**config.mk**
```make
export PLATFORM = sky130hd
export DESIGN_NAME = ptd_discovery
export DESIGN_NICKNAME = d
export VERILOG_FILES = /design/src/ptd_pkg.sv /design/src/ptd_timer.sv /design/src/ptd_discovery.sv
export SDC_FILE = /design/constraint.sdc
export NUM_CORES = 2
export LEC_CHECK = 0
export ABC_CLOCK_PERIOD_IN_PS = 7400
export BUFFER_PORTS_ARGS = -buffer_cell sky130_fd_sc_hd__clkbuf_2
export CAP_MARGIN = 10
export CORE_MARGIN = 2
export CORE_UTILIZATION = 55
export CTS_CLUSTER_SIZE = 8
export DETAILED_ROUTE_END_ITERATION = 10
export PLACE_DENSITY = 0.77
export SYNTH_ARGS = -nofsm -noshare
export SYNTH_HDL_FRONTEND = slang
export SYNTH_SLANG_ARGS = --single-unit
```
**constraint.sdc**
```tcl
create_clock -name clk_i -period 7.4 [get_ports clk_i]
set_input_delay 1.85 -clock clk_i [delete_from_list [all_inputs] [get_ports clk_i]]
set_output_delay 1.85 -clock clk_i [all_outputs]
set_load 0.005 [all_outputs]
```
**src/ptd_pkg.sv**
```systemverilog
// Constants and types shared by the passive target discovery block.
package ptd_pkg;
  localparam logic [7:0] PTD_CMD_CODE = 8'h4A;
  localparam logic [7:0] PTD_RESP_CODE = 8'h4B;
  localparam logic [7:0] PTD_SEL_A = 8'h00;
  localparam logic [7:0] PTD_SEL_POLL_LO = 8'h01;
  localparam logic [7:0] PTD_SEL_POLL_HI = 8'h02;
  localparam logic [7:0] PTD_SEL_B106 = 8'h03;
  localparam logic [7:0] PTD_SEL_TAG = 8'h04;
  localparam logic [7:0] PTD_SEL_RSVD = 8'h05;
  localparam logic [7:0] PTD_SEL_B212 = 8'h06;
  localparam logic [7:0] PTD_SEL_B847 = 8'h08;
  localparam logic [7:0] PTD_LIMIT_MAX = 8'h01;
  localparam logic [7:0] PTD_TARGET_NUM = 8'h01;
  localparam logic [7:0] PTD_CASCADE_TAG = 8'h88;
  localparam logic [7:0] PTD_POLL_RC = 8'h01;
  localparam logic [7:0] PTD_ERR_CODE = 8'h27;
  localparam int PTD_ISO4_BIT = 5;
  localparam logic [4:0] PTD_HDR_BYTES = 5'h03;
  localparam logic [4:0] PTD_MAX_CMD = 5'h13;
  localparam logic [4:0] PTD_UID_L1 = 5'h04;
  localparam logic [4:0] PTD_UID_L2 = 5'h08;
  localparam logic [4:0] PTD_UID_L3 = 5'h0C;
  localparam logic [4:0] PTD_B_MAX = 5'h02;
  localparam logic [4:0] PTD_POLL_LEN = 5'h05;
  localparam int PTD_TSN_IDX = 4;
  localparam logic [7:0] PTD_POLL_RX_SHORT = 8'h11;
  localparam logic [7:0] PTD_POLL_RX_LONG = 8'h13;
  localparam logic [7:0] PTD_CT_POS1 = 8'h01;
  localparam logic [7:0] PTD_CT_POS2 = 8'h05;
  localparam int PTD_BUF_START = 3;
  localparam int PTD_CLK_MHZ = 125;
  localparam int PTD_PROBE_NS = 5000000;
  localparam int PTD_POLL_BASE_NS = 2420000;
  localparam int PTD_POLL_SLOT_NS = 1210000;
  localparam int PTD_PROBE_CYC = (PTD_PROBE_NS * PTD_CLK_MHZ + 999) / 1000;
  localparam int PTD_POLL_BASE_CYC = (PTD_POLL_BASE_NS * PTD_CLK_MHZ + 999) / 1000;
  localparam int PTD_POLL_SLOT_CYC = (PTD_POLL_SLOT_NS * PTD_CLK_MHZ + 999) / 1000;
  localparam logic [7:0] PTD_REG_STATUS = 8'h00;
  localparam logic [7:0] PTD_REG_RETRY = 8'h04;
  localparam logic [7:0] PTD_REG_ANALOG = 8'h08;
  localparam logic [7:0] PTD_RETRY_RST = 8'h02;
  localparam logic [31:0] PTD_ANALOG_RST = 32'h00000000;
  typedef enum logic [3:0] {
    OP_NONE, OP_SENSE, OP_WAKE_ALL, OP_SELECT, OP_RATS, OP_REQB, OP_SLOT_ANTI,
    OP_PROB_ANTI, OP_ATTRIB, OP_POLL, OP_TAG_PROBE, OP_TAG_READ_ID
  } ptd_op_type;
  typedef enum logic [3:0] {
    ST_IDLE, ST_CHECK, ST_TG, ST_GO, ST_WAIT, ST_LEN, ST_NEXT, ST_FIN, ST_OUT
  } ptd_state_type;
endpackage

```
**src/ptd_timer.sv**
```systemverilog
// Down-counting timeout timer with a one-cycle expiry pulse.
`timescale 1ns/10ps
module ptd_timer #(
  parameter int TW = 24
) (
  input wire logic clk_i,
  input wire logic rst_i,
  input wire logic load_i,
  input wire logic [TW-1:0] value_i,
  input wire logic stop_i,
  output logic expired_o
);
  logic [TW-1:0] cnt_reg;
  logic run_reg;

  always_ff @(posedge clk_i) begin
    if (rst_i) begin
      cnt_reg <= '0;
      run_reg <= 1'b0;
      expired_o <= 1'b0;
    end else if (load_i) begin
      cnt_reg <= value_i;
      run_reg <= 1'b1;
      expired_o <= 1'b0;
    end else if (stop_i || !run_reg) begin
      run_reg <= 1'b0;
      expired_o <= 1'b0;
    end else if (cnt_reg <= TW'(1)) begin
      run_reg <= 1'b0;
      expired_o <= 1'b1;
    end else begin
      cnt_reg <= cnt_reg - TW'(1);
      expired_o <= 1'b0;
    end
  end
endmodule

```
**src/ptd_discovery.sv**
```systemverilog
// Passive target discovery command interpreter with a Wishbone register slave.
`timescale 1ns/10ps
module ptd_discovery import ptd_pkg::*; #(
  parameter int BUF_DEPTH = 64,
  parameter int PROBE_CYC = PTD_PROBE_CYC,
  parameter int POLL_BASE_CYC = PTD_POLL_BASE_CYC,
  parameter int POLL_SLOT_CYC = PTD_POLL_SLOT_CYC
) (
  input wire logic clk_i,
  input wire logic rst_i,
  input wire logic wb_cyc_i,
  input wire logic wb_stb_i,
  input wire logic wb_we_i,
  input wire logic [7:0] wb_adr_i,
  input wire logic [3:0] wb_sel_i,
  input wire logic [31:0] wb_dat_i,
  output logic [31:0] wb_dat_o,
  output logic wb_ack_o,
  input wire logic cmd_valid_i,
  input wire logic [7:0] cmd_data_i,
  input wire logic cmd_last_i,
  output logic cmd_ready_o,
  output logic resp_valid_o,
  output logic [7:0] resp_data_o,
  output logic resp_last_o,
  input wire logic resp_ready_i,
  output logic rf_go_o,
  output logic rf_abort_o,
  output ptd_op_type rf_op_o,
  output logic [1:0] rf_rate_o,
  output logic [31:0] rf_analog_o,
  input wire logic [3:0] rf_param_idx_i,
  output logic [7:0] rf_param_o,
  output logic [4:0] rf_param_cnt_o,
  input wire logic rf_rx_valid_i,
  input wire logic [7:0] rf_rx_data_i,
  input wire logic rf_collision_i,
  input wire logic rf_done_i,
  input wire logic rf_ok_i,
  output logic target_active_o
);
  localparam int BW = $clog2(BUF_DEPTH);
  localparam int TW = 24;

  ptd_state_type state;
  ptd_op_type op_next;
  ptd_op_type op_first;
  logic [7:0] buf_reg [BUF_DEPTH];
  logic [7:0] param_reg [16];
  logic [4:0] cnt_reg, pcnt_reg;
  logic code_bad_reg, ovf_reg, err_reg, iso_reg, poll_bad_reg, found_reg;
  logic [7:0] limit_reg, sel_reg, retry_reg, retry_lim_reg, rx_cnt_reg;
  logic [BW-1:0] ptr_reg, slot_reg, out_idx_reg, out_len_reg;
  logic sel_a, sel_poll, sel_b, sel_tag, tsn_ok, syn_err, prob;
  logic store, ok_done, fail, give_up, wr_en, tmr_exp;
  logic [BW-1:0] wr_idx;
  logic [7:0] wr_data, tsn;
  logic [TW-1:0] tmr_val;
  logic cmd_take;

  assign cmd_take = cmd_valid_i && cmd_ready_o;
  assign tsn = param_reg[PTD_TSN_IDX];
  assign sel_a = sel_reg == PTD_SEL_A;
  assign sel_poll = sel_reg == PTD_SEL_POLL_LO || sel_reg == PTD_SEL_POLL_HI;
  assign sel_b = sel_reg == PTD_SEL_B106 ||
                 (sel_reg >= PTD_SEL_B212 && sel_reg <= PTD_SEL_B847);
  assign sel_tag = sel_reg == PTD_SEL_TAG;
  assign tsn_ok = tsn == 8'h00 || tsn == 8'h01 || tsn == 8'h03 ||
                  tsn == 8'h07 || tsn == 8'h0F;
  assign prob = pcnt_reg == PTD_B_MAX && param_reg[1][0];
  assign syn_err = code_bad_reg || ovf_reg || cnt_reg < PTD_HDR_BYTES ||
    limit_reg != PTD_LIMIT_MAX || !(sel_a || sel_poll || sel_b || sel_tag) ||
    (sel_a && pcnt_reg != 5'h00 && pcnt_reg != PTD_UID_L1 &&
     pcnt_reg != PTD_UID_L2 && pcnt_reg != PTD_UID_L3) ||
    (sel_b && (pcnt_reg == 5'h00 || pcnt_reg > PTD_B_MAX)) ||
    (sel_poll && (pcnt_reg != PTD_POLL_LEN || !tsn_ok));
  assign op_first = sel_a ? (pcnt_reg != 5'h00 ? OP_WAKE_ALL : OP_SENSE) :
                    sel_b ? OP_REQB : sel_poll ? OP_POLL : OP_TAG_PROBE;
  assign ok_done = rf_done_i && rf_ok_i && !(rf_op_o == OP_POLL && (poll_bad_reg ||
    (rx_cnt_reg != PTD_POLL_RX_SHORT && rx_cnt_reg != PTD_POLL_RX_LONG)));
  assign fail = state == ST_WAIT && ((rf_done_i && !ok_done) || (!rf_done_i && tmr_exp));
  assign give_up = retry_reg + 8'h01 >= retry_lim_reg;
  assign tmr_val = rf_op_o == OP_POLL ?
    TW'(POLL_BASE_CYC + (int'(tsn) + 1) * POLL_SLOT_CYC) : TW'(PROBE_CYC);

  always_comb begin
    case (rf_op_o)
      OP_SENSE, OP_WAKE_ALL: op_next = OP_SELECT;
      OP_SELECT: op_next = iso_reg ? OP_RATS : OP_NONE;
      OP_REQB: op_next = prob ? OP_PROB_ANTI : OP_SLOT_ANTI;
      OP_PROB_ANTI, OP_SLOT_ANTI: op_next = OP_ATTRIB;
      OP_TAG_PROBE: op_next = OP_TAG_READ_ID;
      default: op_next = OP_NONE;
    endcase
  end

  always_comb begin
    store = 1'b0;
    if (state == ST_WAIT && rf_rx_valid_i) begin
      case (rf_op_o)
        OP_PROB_ANTI, OP_SLOT_ANTI: store = 1'b0;
        OP_SELECT: store = !((rx_cnt_reg == PTD_CT_POS1 || rx_cnt_reg == PTD_CT_POS2) &&
                             rf_rx_data_i == PTD_CASCADE_TAG);
        default: store = 1'b1;
      endcase
    end
  end

  always_comb begin
    wr_en = 1'b0;
    wr_idx = ptr_reg;
    wr_data = rf_rx_data_i;
    case (state)
      ST_CHECK: begin
        wr_en = 1'b1;
        wr_idx = '0;
        wr_data = syn_err ? PTD_ERR_CODE : PTD_RESP_CODE;
      end
      ST_TG: begin
        wr_en = 1'b1;
        wr_idx = BW'(2);
        wr_data = PTD_TARGET_NUM;
      end
      ST_WAIT: begin
        wr_en = store;
        if ((rf_op_o == OP_SENSE || rf_op_o == OP_WAKE_ALL) && rf_collision_i) begin
          wr_data = 8'h00;
        end
      end
      ST_LEN: begin
        wr_en = 1'b1;
        wr_idx = slot_reg;
        wr_data = 8'(ptr_reg - slot_reg - BW'(1)) +
                  (rf_op_o == OP_POLL ? 8'h01 : 8'h00);
      end
      ST_FIN: begin
        wr_en = 1'b1;
        wr_idx = BW'(1);
        wr_data = {7'h00, found_reg};
      end
      default: wr_en = 1'b0;
    endcase
  end

  for (genvar g = 0; g < BUF_DEPTH; g++) begin : g_buf
    always_ff @(posedge clk_i) begin
      if (rst_i) begin
        buf_reg[g] <= 8'h00;
      end else if (wr_en && wr_idx == BW'(g)) begin
        buf_reg[g] <= wr_data;
      end
    end
  end

  always_ff @(posedge clk_i) begin
    if (rst_i) begin
      cnt_reg <= 5'h00;
      pcnt_reg <= 5'h00;
      code_bad_reg <= 1'b0;
      ovf_reg <= 1'b0;
      limit_reg <= 8'h00;
      sel_reg <= 8'h00;
      cmd_ready_o <= 1'b0;
      for (int i = 0; i < 16; i++) param_reg[i] <= 8'h00;
    end else begin
      cmd_ready_o <= state == ST_IDLE && !(cmd_take && cmd_last_i);
      if (state == ST_OUT) begin
        cnt_reg <= 5'h00;
        pcnt_reg <= 5'h00;
        code_bad_reg <= 1'b0;
        ovf_reg <= 1'b0;
      end else if (cmd_take) begin
        if (cnt_reg == PTD_MAX_CMD) begin
          ovf_reg <= 1'b1;
        end else begin
          cnt_reg <= cnt_reg + 5'h01;
        end
        if (cnt_reg == 5'h00) code_bad_reg <= cmd_data_i != PTD_CMD_CODE;
        if (cnt_reg == 5'h01) limit_reg <= cmd_data_i;
        if (cnt_reg == 5'h02) sel_reg <= cmd_data_i;
        if (cnt_reg >= PTD_HDR_BYTES && cnt_reg < PTD_MAX_CMD) begin
          param_reg[4'(cnt_reg - PTD_HDR_BYTES)] <= cmd_data_i;
          pcnt_reg <= pcnt_reg + 5'h01;
        end
      end
    end
  end

  always_ff @(posedge clk_i) begin
    if (rst_i) begin
      state <= ST_IDLE;
      rf_op_o <= OP_NONE;
      retry_reg <= 8'h00;
      found_reg <= 1'b0;
      err_reg <= 1'b0;
      target_active_o <= 1'b0;
      out_len_reg <= '0;
      rf_go_o <= 1'b0;
      rf_abort_o <= 1'b0;
    end else begin
      rf_go_o <= state == ST_GO;
      rf_abort_o <= fail && !rf_done_i;
      case (state)
        ST_IDLE: if (cmd_take && cmd_last_i) state <= ST_CHECK;
        ST_CHECK: begin
          err_reg <= syn_err;
          found_reg <= 1'b0;
          out_len_reg <= BW'(1);
          state <= syn_err ? ST_OUT : ST_TG;
        end
        ST_TG: begin
          target_active_o <= 1'b0;
          rf_op_o <= op_first;
          retry_reg <= 8'h00;
          state <= ST_GO;
        end
        ST_GO: state <= ST_WAIT;
        ST_WAIT: begin
          if (ok_done) begin
            state <= (rf_op_o == OP_ATTRIB || rf_op_o == OP_POLL ||
                      rf_op_o == OP_SELECT) ? ST_LEN : ST_NEXT;
          end else if (fail && give_up) begin
            state <= ST_FIN;
          end else if (fail) begin
            retry_reg <= retry_reg + 8'h01;
            rf_op_o <= op_first;
            state <= ST_GO;
          end
        end
        ST_LEN: state <= ST_NEXT;
        ST_NEXT: begin
          rf_op_o <= op_next;
          if (op_next == OP_NONE) begin
            found_reg <= 1'b1;
            state <= ST_FIN;
          end else begin
            state <= ST_GO;
          end
        end
        ST_FIN: begin
          target_active_o <= found_reg;
          out_len_reg <= found_reg ? ptr_reg : BW'(2);
          state <= ST_OUT;
        end
        ST_OUT: if (out_idx_reg == out_len_reg && (!resp_valid_o || resp_ready_i)) begin
          state <= ST_IDLE;
        end
        default: state <= ST_IDLE;
      endcase
    end
  end

  always_ff @(posedge clk_i) begin
    if (rst_i) begin
      ptr_reg <= BW'(PTD_BUF_START);
      slot_reg <= '0;
      rx_cnt_reg <= 8'h00;
      iso_reg <= 1'b0;
      poll_bad_reg <= 1'b0;
    end else if (state == ST_TG || fail) begin
      ptr_reg <= BW'(PTD_BUF_START);
    end else if (state == ST_GO) begin
      rx_cnt_reg <= 8'h00;
      poll_bad_reg <= 1'b0;
      if (rf_op_o == OP_ATTRIB || rf_op_o == OP_POLL) begin
        slot_reg <= ptr_reg;
        ptr_reg <= ptr_reg + BW'(1);
      end
    end else if (state == ST_WAIT && rf_rx_valid_i) begin
      if (rx_cnt_reg != 8'hFF) rx_cnt_reg <= rx_cnt_reg + 8'h01;
      if (rf_op_o == OP_POLL && rx_cnt_reg == 8'h00) begin
        poll_bad_reg <= rf_rx_data_i != PTD_POLL_RC;
      end
      if (rf_op_o == OP_SELECT && rx_cnt_reg == 8'h00) begin
        iso_reg <= rf_rx_data_i[PTD_ISO4_BIT];
        slot_reg <= ptr_reg + BW'(1);
        ptr_reg <= ptr_reg + BW'(2);
      end else if (store && ptr_reg != BW'(BUF_DEPTH - 1)) begin
        ptr_reg <= ptr_reg + BW'(1);
      end
    end
  end

  ptd_timer #(
    .TW(TW)
  ) u_timer (
    .clk_i(clk_i),
    .rst_i(rst_i),
    .load_i(state == ST_GO),
    .value_i(tmr_val),
    .stop_i(state == ST_WAIT && rf_done_i),
    .expired_o(tmr_exp)
  );

  always_ff @(posedge clk_i) begin
    if (rst_i) begin
      rf_rate_o <= 2'h0;
      rf_param_o <= 8'h00;
      rf_param_cnt_o <= 5'h00;
    end else begin
      rf_param_o <= param_reg[rf_param_idx_i];
      rf_param_cnt_o <= sel_tag ? 5'h00 : pcnt_reg;
      if (state == ST_TG) begin
        rf_rate_o <= sel_b && sel_reg != PTD_SEL_B106 ? 2'(sel_reg - PTD_SEL_RSVD) :
                     sel_poll ? sel_reg[1:0] : 2'h0;
      end
    end
  end

  always_ff @(posedge clk_i) begin
    if (rst_i) begin
      out_idx_reg <= '0;
      resp_valid_o <= 1'b0;
      resp_data_o <= 8'h00;
      resp_last_o <= 1'b0;
    end else if (state != ST_OUT) begin
      out_idx_reg <= '0;
    end else if (!resp_valid_o || resp_ready_i) begin
      if (out_idx_reg != out_len_reg) begin
        resp_valid_o <= 1'b1;
        resp_data_o <= buf_reg[out_idx_reg];
        resp_last_o <= out_idx_reg == out_len_reg - BW'(1);
        out_idx_reg <= out_idx_reg + BW'(1);
      end else begin
        resp_valid_o <= 1'b0;
        resp_last_o <= 1'b0;
      end
    end
  end

  always_ff @(posedge clk_i) begin
    if (rst_i) begin
      wb_ack_o <= 1'b0;
      wb_dat_o <= 32'h00000000;
      retry_lim_reg <= PTD_RETRY_RST;
      rf_analog_o <= PTD_ANALOG_RST;
    end else begin
      wb_ack_o <= wb_cyc_i && wb_stb_i && !wb_ack_o;
      if (wb_cyc_i && wb_stb_i && !wb_ack_o) begin
        wb_dat_o <= 32'h00000000;
        if (wb_we_i && wb_adr_i == PTD_REG_RETRY && wb_sel_i[0]) begin
          retry_lim_reg <= wb_dat_i[7:0];
        end
        for (int b = 0; b < 4; b++) begin
          if (wb_we_i && wb_adr_i == PTD_REG_ANALOG && wb_sel_i[b]) begin
            rf_analog_o[b*8 +: 8] <= wb_dat_i[b*8 +: 8];
          end
        end
        if (!wb_we_i && wb_adr_i == PTD_REG_STATUS) begin
          wb_dat_o <= {28'h0000000, state != ST_IDLE, err_reg, target_active_o, found_reg};
        end
        if (!wb_we_i && wb_adr_i == PTD_REG_RETRY) wb_dat_o <= {24'h000000, retry_lim_reg};
        if (!wb_we_i && wb_adr_i == PTD_REG_ANALOG) wb_dat_o <= rf_analog_o;
      end
    end
  end

  a_limit_reject: assert property (@(posedge clk_i) disable iff (rst_i)
    state == ST_CHECK && limit_reg != PTD_LIMIT_MAX |=> state == ST_OUT ##1 buf_reg[0] == PTD_ERR_CODE)
    else $error("bad target limit not rejected");
  a_bad_selector: assert property (@(posedge clk_i) disable iff (rst_i)
    state == ST_CHECK && sel_reg == PTD_SEL_RSVD |=> out_len_reg == BW'(1) && err_reg)
    else $error("reserved selector not rejected");
  a_tsn_reject: assert property (@(posedge clk_i) disable iff (rst_i)
    state == ST_CHECK && sel_poll && !tsn_ok |=> buf_reg[0] == PTD_ERR_CODE)
    else $error("illegal time slot accepted");
  a_afi_missing: assert property (@(posedge clk_i) disable iff (rst_i)
    state == ST_CHECK && sel_b && pcnt_reg == 5'h00 |=> err_reg)
    else $error("missing family byte accepted");
  a_resp_header: assert property (@(posedge clk_i) disable iff (rst_i)
    state == ST_FIN |=> buf_reg[0] == PTD_RESP_CODE && buf_reg[1] <= 8'h01)
    else $error("bad response header");
  a_target_num: assert property (@(posedge clk_i) disable iff (rst_i)
    state == ST_TG |=> buf_reg[2] == PTD_TARGET_NUM)
    else $error("logical number not one");
  a_collision_zero: assert property (@(posedge clk_i) disable iff (rst_i)
    state == ST_WAIT && rf_rx_valid_i && rf_collision_i && rf_op_o == OP_SENSE
    |=> buf_reg[$past(ptr_reg)] == 8'h00)
    else $error("collided sense byte not zeroed");
  a_ct_strip: assert property (@(posedge clk_i) disable iff (rst_i)
    state == ST_WAIT && rf_op_o == OP_SELECT && rf_rx_valid_i && rx_cnt_reg == PTD_CT_POS1 &&
    rf_rx_data_i == PTD_CASCADE_TAG |=> $stable(ptr_reg))
    else $error("cascade tag stored");
  a_rate_847: assert property (@(posedge clk_i) disable iff (rst_i)
    rf_go_o && rf_op_o == OP_ATTRIB && sel_reg == PTD_SEL_B847 |-> rf_rate_o == 2'h3)
    else $error("type B rate not negotiated");
  a_rats_iso: assert property (@(posedge clk_i) disable iff (rst_i)
    state == ST_NEXT && rf_op_o == OP_SELECT && iso_reg |=> rf_op_o == OP_RATS ##1 rf_go_o)
    else $error("RATS not sent to compliant target");
  a_give_up: assert property (@(posedge clk_i) disable iff (rst_i)
    fail && give_up |=> state == ST_FIN && !found_reg ##1 out_len_reg == BW'(2))
    else $error("exhausted retries not reported as zero");
  a_keep_active: assert property (@(posedge clk_i) disable iff (rst_i)
    state == ST_FIN && found_reg |=> target_active_o [*2])
    else $error("found target not left active");
  a_wb_ack: assert property (@(posedge clk_i) disable iff (rst_i)
    wb_ack_o |=> !wb_ack_o)
    else $error("ack held for two cycles");
endmodule

```
==> impl_metrics.env <==
export IMPL_cts_tree="yes"
export IMPL_timing_rr_end="u_timer.cnt_reg[20]$_SDFFE_PP0P_"
export IMPL_rsz0062_at_grt="no"
export IMPL_tightest_slew_ps=1343
export IMPL_clock_skew_ps=65.51
export IMPL_place_ws_ps=1045
export IMPL_hold_buffers=0
export IMPL_worstPathRequired_ps=7900
export IMPL_cts_max_path_buffers=3
export IMPL_gp_congestion=0.9189
export IMPL_synth_area_top_cells="edfxtp_1 (46%), mux4_2 (11%), dfxtp_1 (10%), nor2_1 (6.7%), ha_1 (3.0%)"
export IMPL_path_max_fanout=13
export IMPL_avgRoutedWirePerCell_um=22.42
export IMPL_insertion_delay_ps=700
export IMPL_antenna_found_initial=1
export IMPL_power_mw=11.64
export IMPL_cts_buffers=117
export IMPL_final_util=0.6253
export IMPL_seq_area_um2=23390
export IMPL_syn_area_um2=41610
export IMPL_drive_gt1_frac=0.1718
export IMPL_worst_r2r_path_depth=20
export IMPL_fin_ws_ps=976.5
export IMPL_dr_pass1_iters=5
export IMPL_ys_seq_elements=848
export IMPL_port_buffers=173
export IMPL_vdd_drop_max_mv=0.2042
export IMPL_worstHoldPathCells=2
export IMPL_synthArstFlopShare=0
export IMPL_globalRoute_totalOverflow=0
export IMPL_cts_resized=0
export IMPL_cp_end_kind="flip-flop"
export IMPL_holdWs_ps=448.3
export IMPL_syn_nets=3733
export IMPL_drt_iter0_markers=3222
export IMPL_rr_startpoint="param_reg[4][0]$_SDFFCE_PN0P_"
export IMPL_maxSlewHeadroom=0.1011
export IMPL_maxCapViolCount=0
export IMPL_ys_warn_count=0
export IMPL_clock_tree_htree_level_count=3
export IMPL_dpl_cell_area_um2=43340
export IMPL_synth_simple_gate_area_frac=0.1663
export IMPL_hpwl_um=69040
export IMPL_synth_avg_cell_area_um2=11.79
export IMPL_grt_pass1_wl_um=164000
export IMPL_nets=3869
export IMPL_coreArea_um2=74700
export IMPL_syn_to_final_growth_pct=12.25
export IMPL_startpoint_type="flip-flop"
export IMPL_synthAdderAreaFrac=0.04402
export IMPL_setup_viol=0
export IMPL_yosysTopAreaCell="edfxtp_1"
export IMPL_ios=174
export IMPL_tns_ps=0
export IMPL_synth_top_family_by_area="simple AND/OR/NAND/NOR gates"
export IMPL_fin_crit_sh=0.8680
export IMPL_status="finished, final reports clean"
export IMPL_synth_compound_area_frac=0.04931
export IMPL_power_density_nw_per_um2=249.1
export IMPL_routed_wirelength_um=105100
export IMPL_grt_start_max_net_pins=116
export IMPL_start_util=0.5571
export IMPL_critPathCapture="u_timer.cnt_reg[20]$_SDFFE_PP0P_"
export IMPL_finalNonFillerCells=4689
export IMPL_synth_ff_type="edfxtp_1"
export IMPL_path_clk_slew_ps=50
export IMPL_yosysUniqueCellTypes=83
export IMPL_hp_class="reg -> reg"
export IMPL_cts_sinks=848
export IMPL_placedCellCount=4511
export IMPL_mostFrequentLayoutCell="nor2_1"
export IMPL_largest_reg_flops=512
export IMPL_final_hold_violation_count=0
export IMPL_path_class="reg -> reg"
export IMPL_vias=28868
export IMPL_ys_seq_area_frac=0.5619
export IMPL_crit_start="param_reg[4][0]$_SDFFCE_PN0P_"
export IMPL_cp_arrival_ps=6930
export IMPL_die_w_um=279.1
export IMPL_multi_input_area_um2=17060
export IMPL_reg2reg_slack_ps=980
export IMPL_period_needed_ps=6423
export IMPL_yosys_area_top_type_share=0.4619
export IMPL_post_cts_setup_buffers=0
export IMPL_final_cell_area_um2=46710
export IMPL_muxShareOfSynthArea=0.1245
export IMPL_cts_root_buf="clkbuf_16"
export IMPL_dieArea_um2=77870
export IMPL_rows=100
export IMPL_final_cell_mix="nor2_1 (741), edfxtp_1 (640), nand2_1 (331)"
export IMPL_routed_via_density=6.157
export IMPL_synthXorXnorAreaFrac=0.02378
export IMPL_syn_instance_count=3528
export IMPL_timing_fmax_mhz=155.7
export IMPL_route_detailed_drc=0
export IMPL_grt_pass1_vias=28335
export IMPL_die_h_um=279.1
export IMPL_final_max_slew_viol_count=0
export IMPL_p_leak_nw=17.83
export IMPL_antenna_left=0
export IMPL_fill_cells=5501
export IMPL_grt_use_total=0.2719
export IMPL_synth_edf_count=640
where the power goes:
part	switching, mW	total (mW)	internal [mW]
Clock	2.00	4.95	2.95
Sequential	0.0563	5.30	5.24
Combinational	0.925	1.39	0.463
critical path, cell delays in order, from the launching register on:
cell and delay [ps]:
edfxtp_1 660, inv_1 260, ha_1 560, ha_1 350
xor2_1 180, fa_1 530, inv_1 50, fa_1 470
inv_1 50, fa_1 530, inv_1 40, ha_1 370
a21o_1 230, nand2b_1 160, o21a_1 190, o311ai_0 710
nand2_1 160, a21oi_1 340, o21ai_0 160, xnor2_1 170
o22ai_1 90
per-layer routing:
metal,vias to the layer above,global-route usage,part of all wire
met4,2,0.1081,0.039
met3,257,0.04795,0.094
li1,12885,-,-
met1,14168,0.3710,0.39
met2,1556,0.4369,0.48
met5,-,0,0.00017
logic make-up after synthesis:
| family | Yosys count |
|---|---|
| multiplexers | 257 |
| adder cells (fa/ha/maj) | 129 |
| buffers and inverters | 323 |
| AO/OA/AOI/OAI | 327 |
| flip-flops | 848 |
| XOR/XNOR | 113 |
| AND/OR/NAND/NOR | 1531 |
worst min-delay path by stage:
stage	startpoint	end	slack, ps
5_1_grt	wb_dat_o[19]$_SDFFE_PP0P_	wb_dat_o[19]$_SDFFE_PP0P_	460
6_report	wb_dat_o[26]$_SDFFE_PP0P_	wb_dat_o[26]$_SDFFE_PP0P_	450
2_1_floorplan	ovf_reg$_SDFFE_PP0P_	ovf_reg$_SDFFE_PP0P_	440
3_3_place_gp	wb_dat_o[28]$_SDFFE_PP0P_	wb_dat_o[28]$_SDFFE_PP0P_	440
3_5_place_dp	wb_dat_o[23]$_SDFFE_PP0P_	wb_dat_o[23]$_SDFFE_PP0P_	440
4_1_cts	wb_dat_o[23]$_SDFFE_PP0P_	wb_dat_o[23]$_SDFFE_PP0P_	450
layout make-up:
| class | instances | area share |
|---|---|---|
| antenna | 1 | 0.00005357 |
| clock buffer | 164 | 0.06646 |
| clock inverter | 10 | 0.005089 |
| inverter | 118 | 0.009509 |
| multi-input combinational | 2357 | 0.3653 |
| sequential | 848 | 0.5008 |
| tap | 969 | 0.02596 |
| timing repair buffer | 222 | 0.02684 |
cells in the mapped netlist (all sizes together), types with 8 or more instances:
master  number
a31oi        9
ha         100
clkbuf     164
xnor2       64
edfxtp     640
a21oi      131
mux4       208
nand2b      21
o21ai       69
or2         14
nor3        51
nand4       20
and2       153
dfxtp      208
nor2       747
nand3       89
xor2        49
a221oi      19
nand2      352
a211oi      17
mux2i       46
a21o         8
fa          29
and3        17
nor4b       10
nor4        17
inv        118
nor2b       14
buf         41
o211ai      13
(Power assumes the default switching activity.)
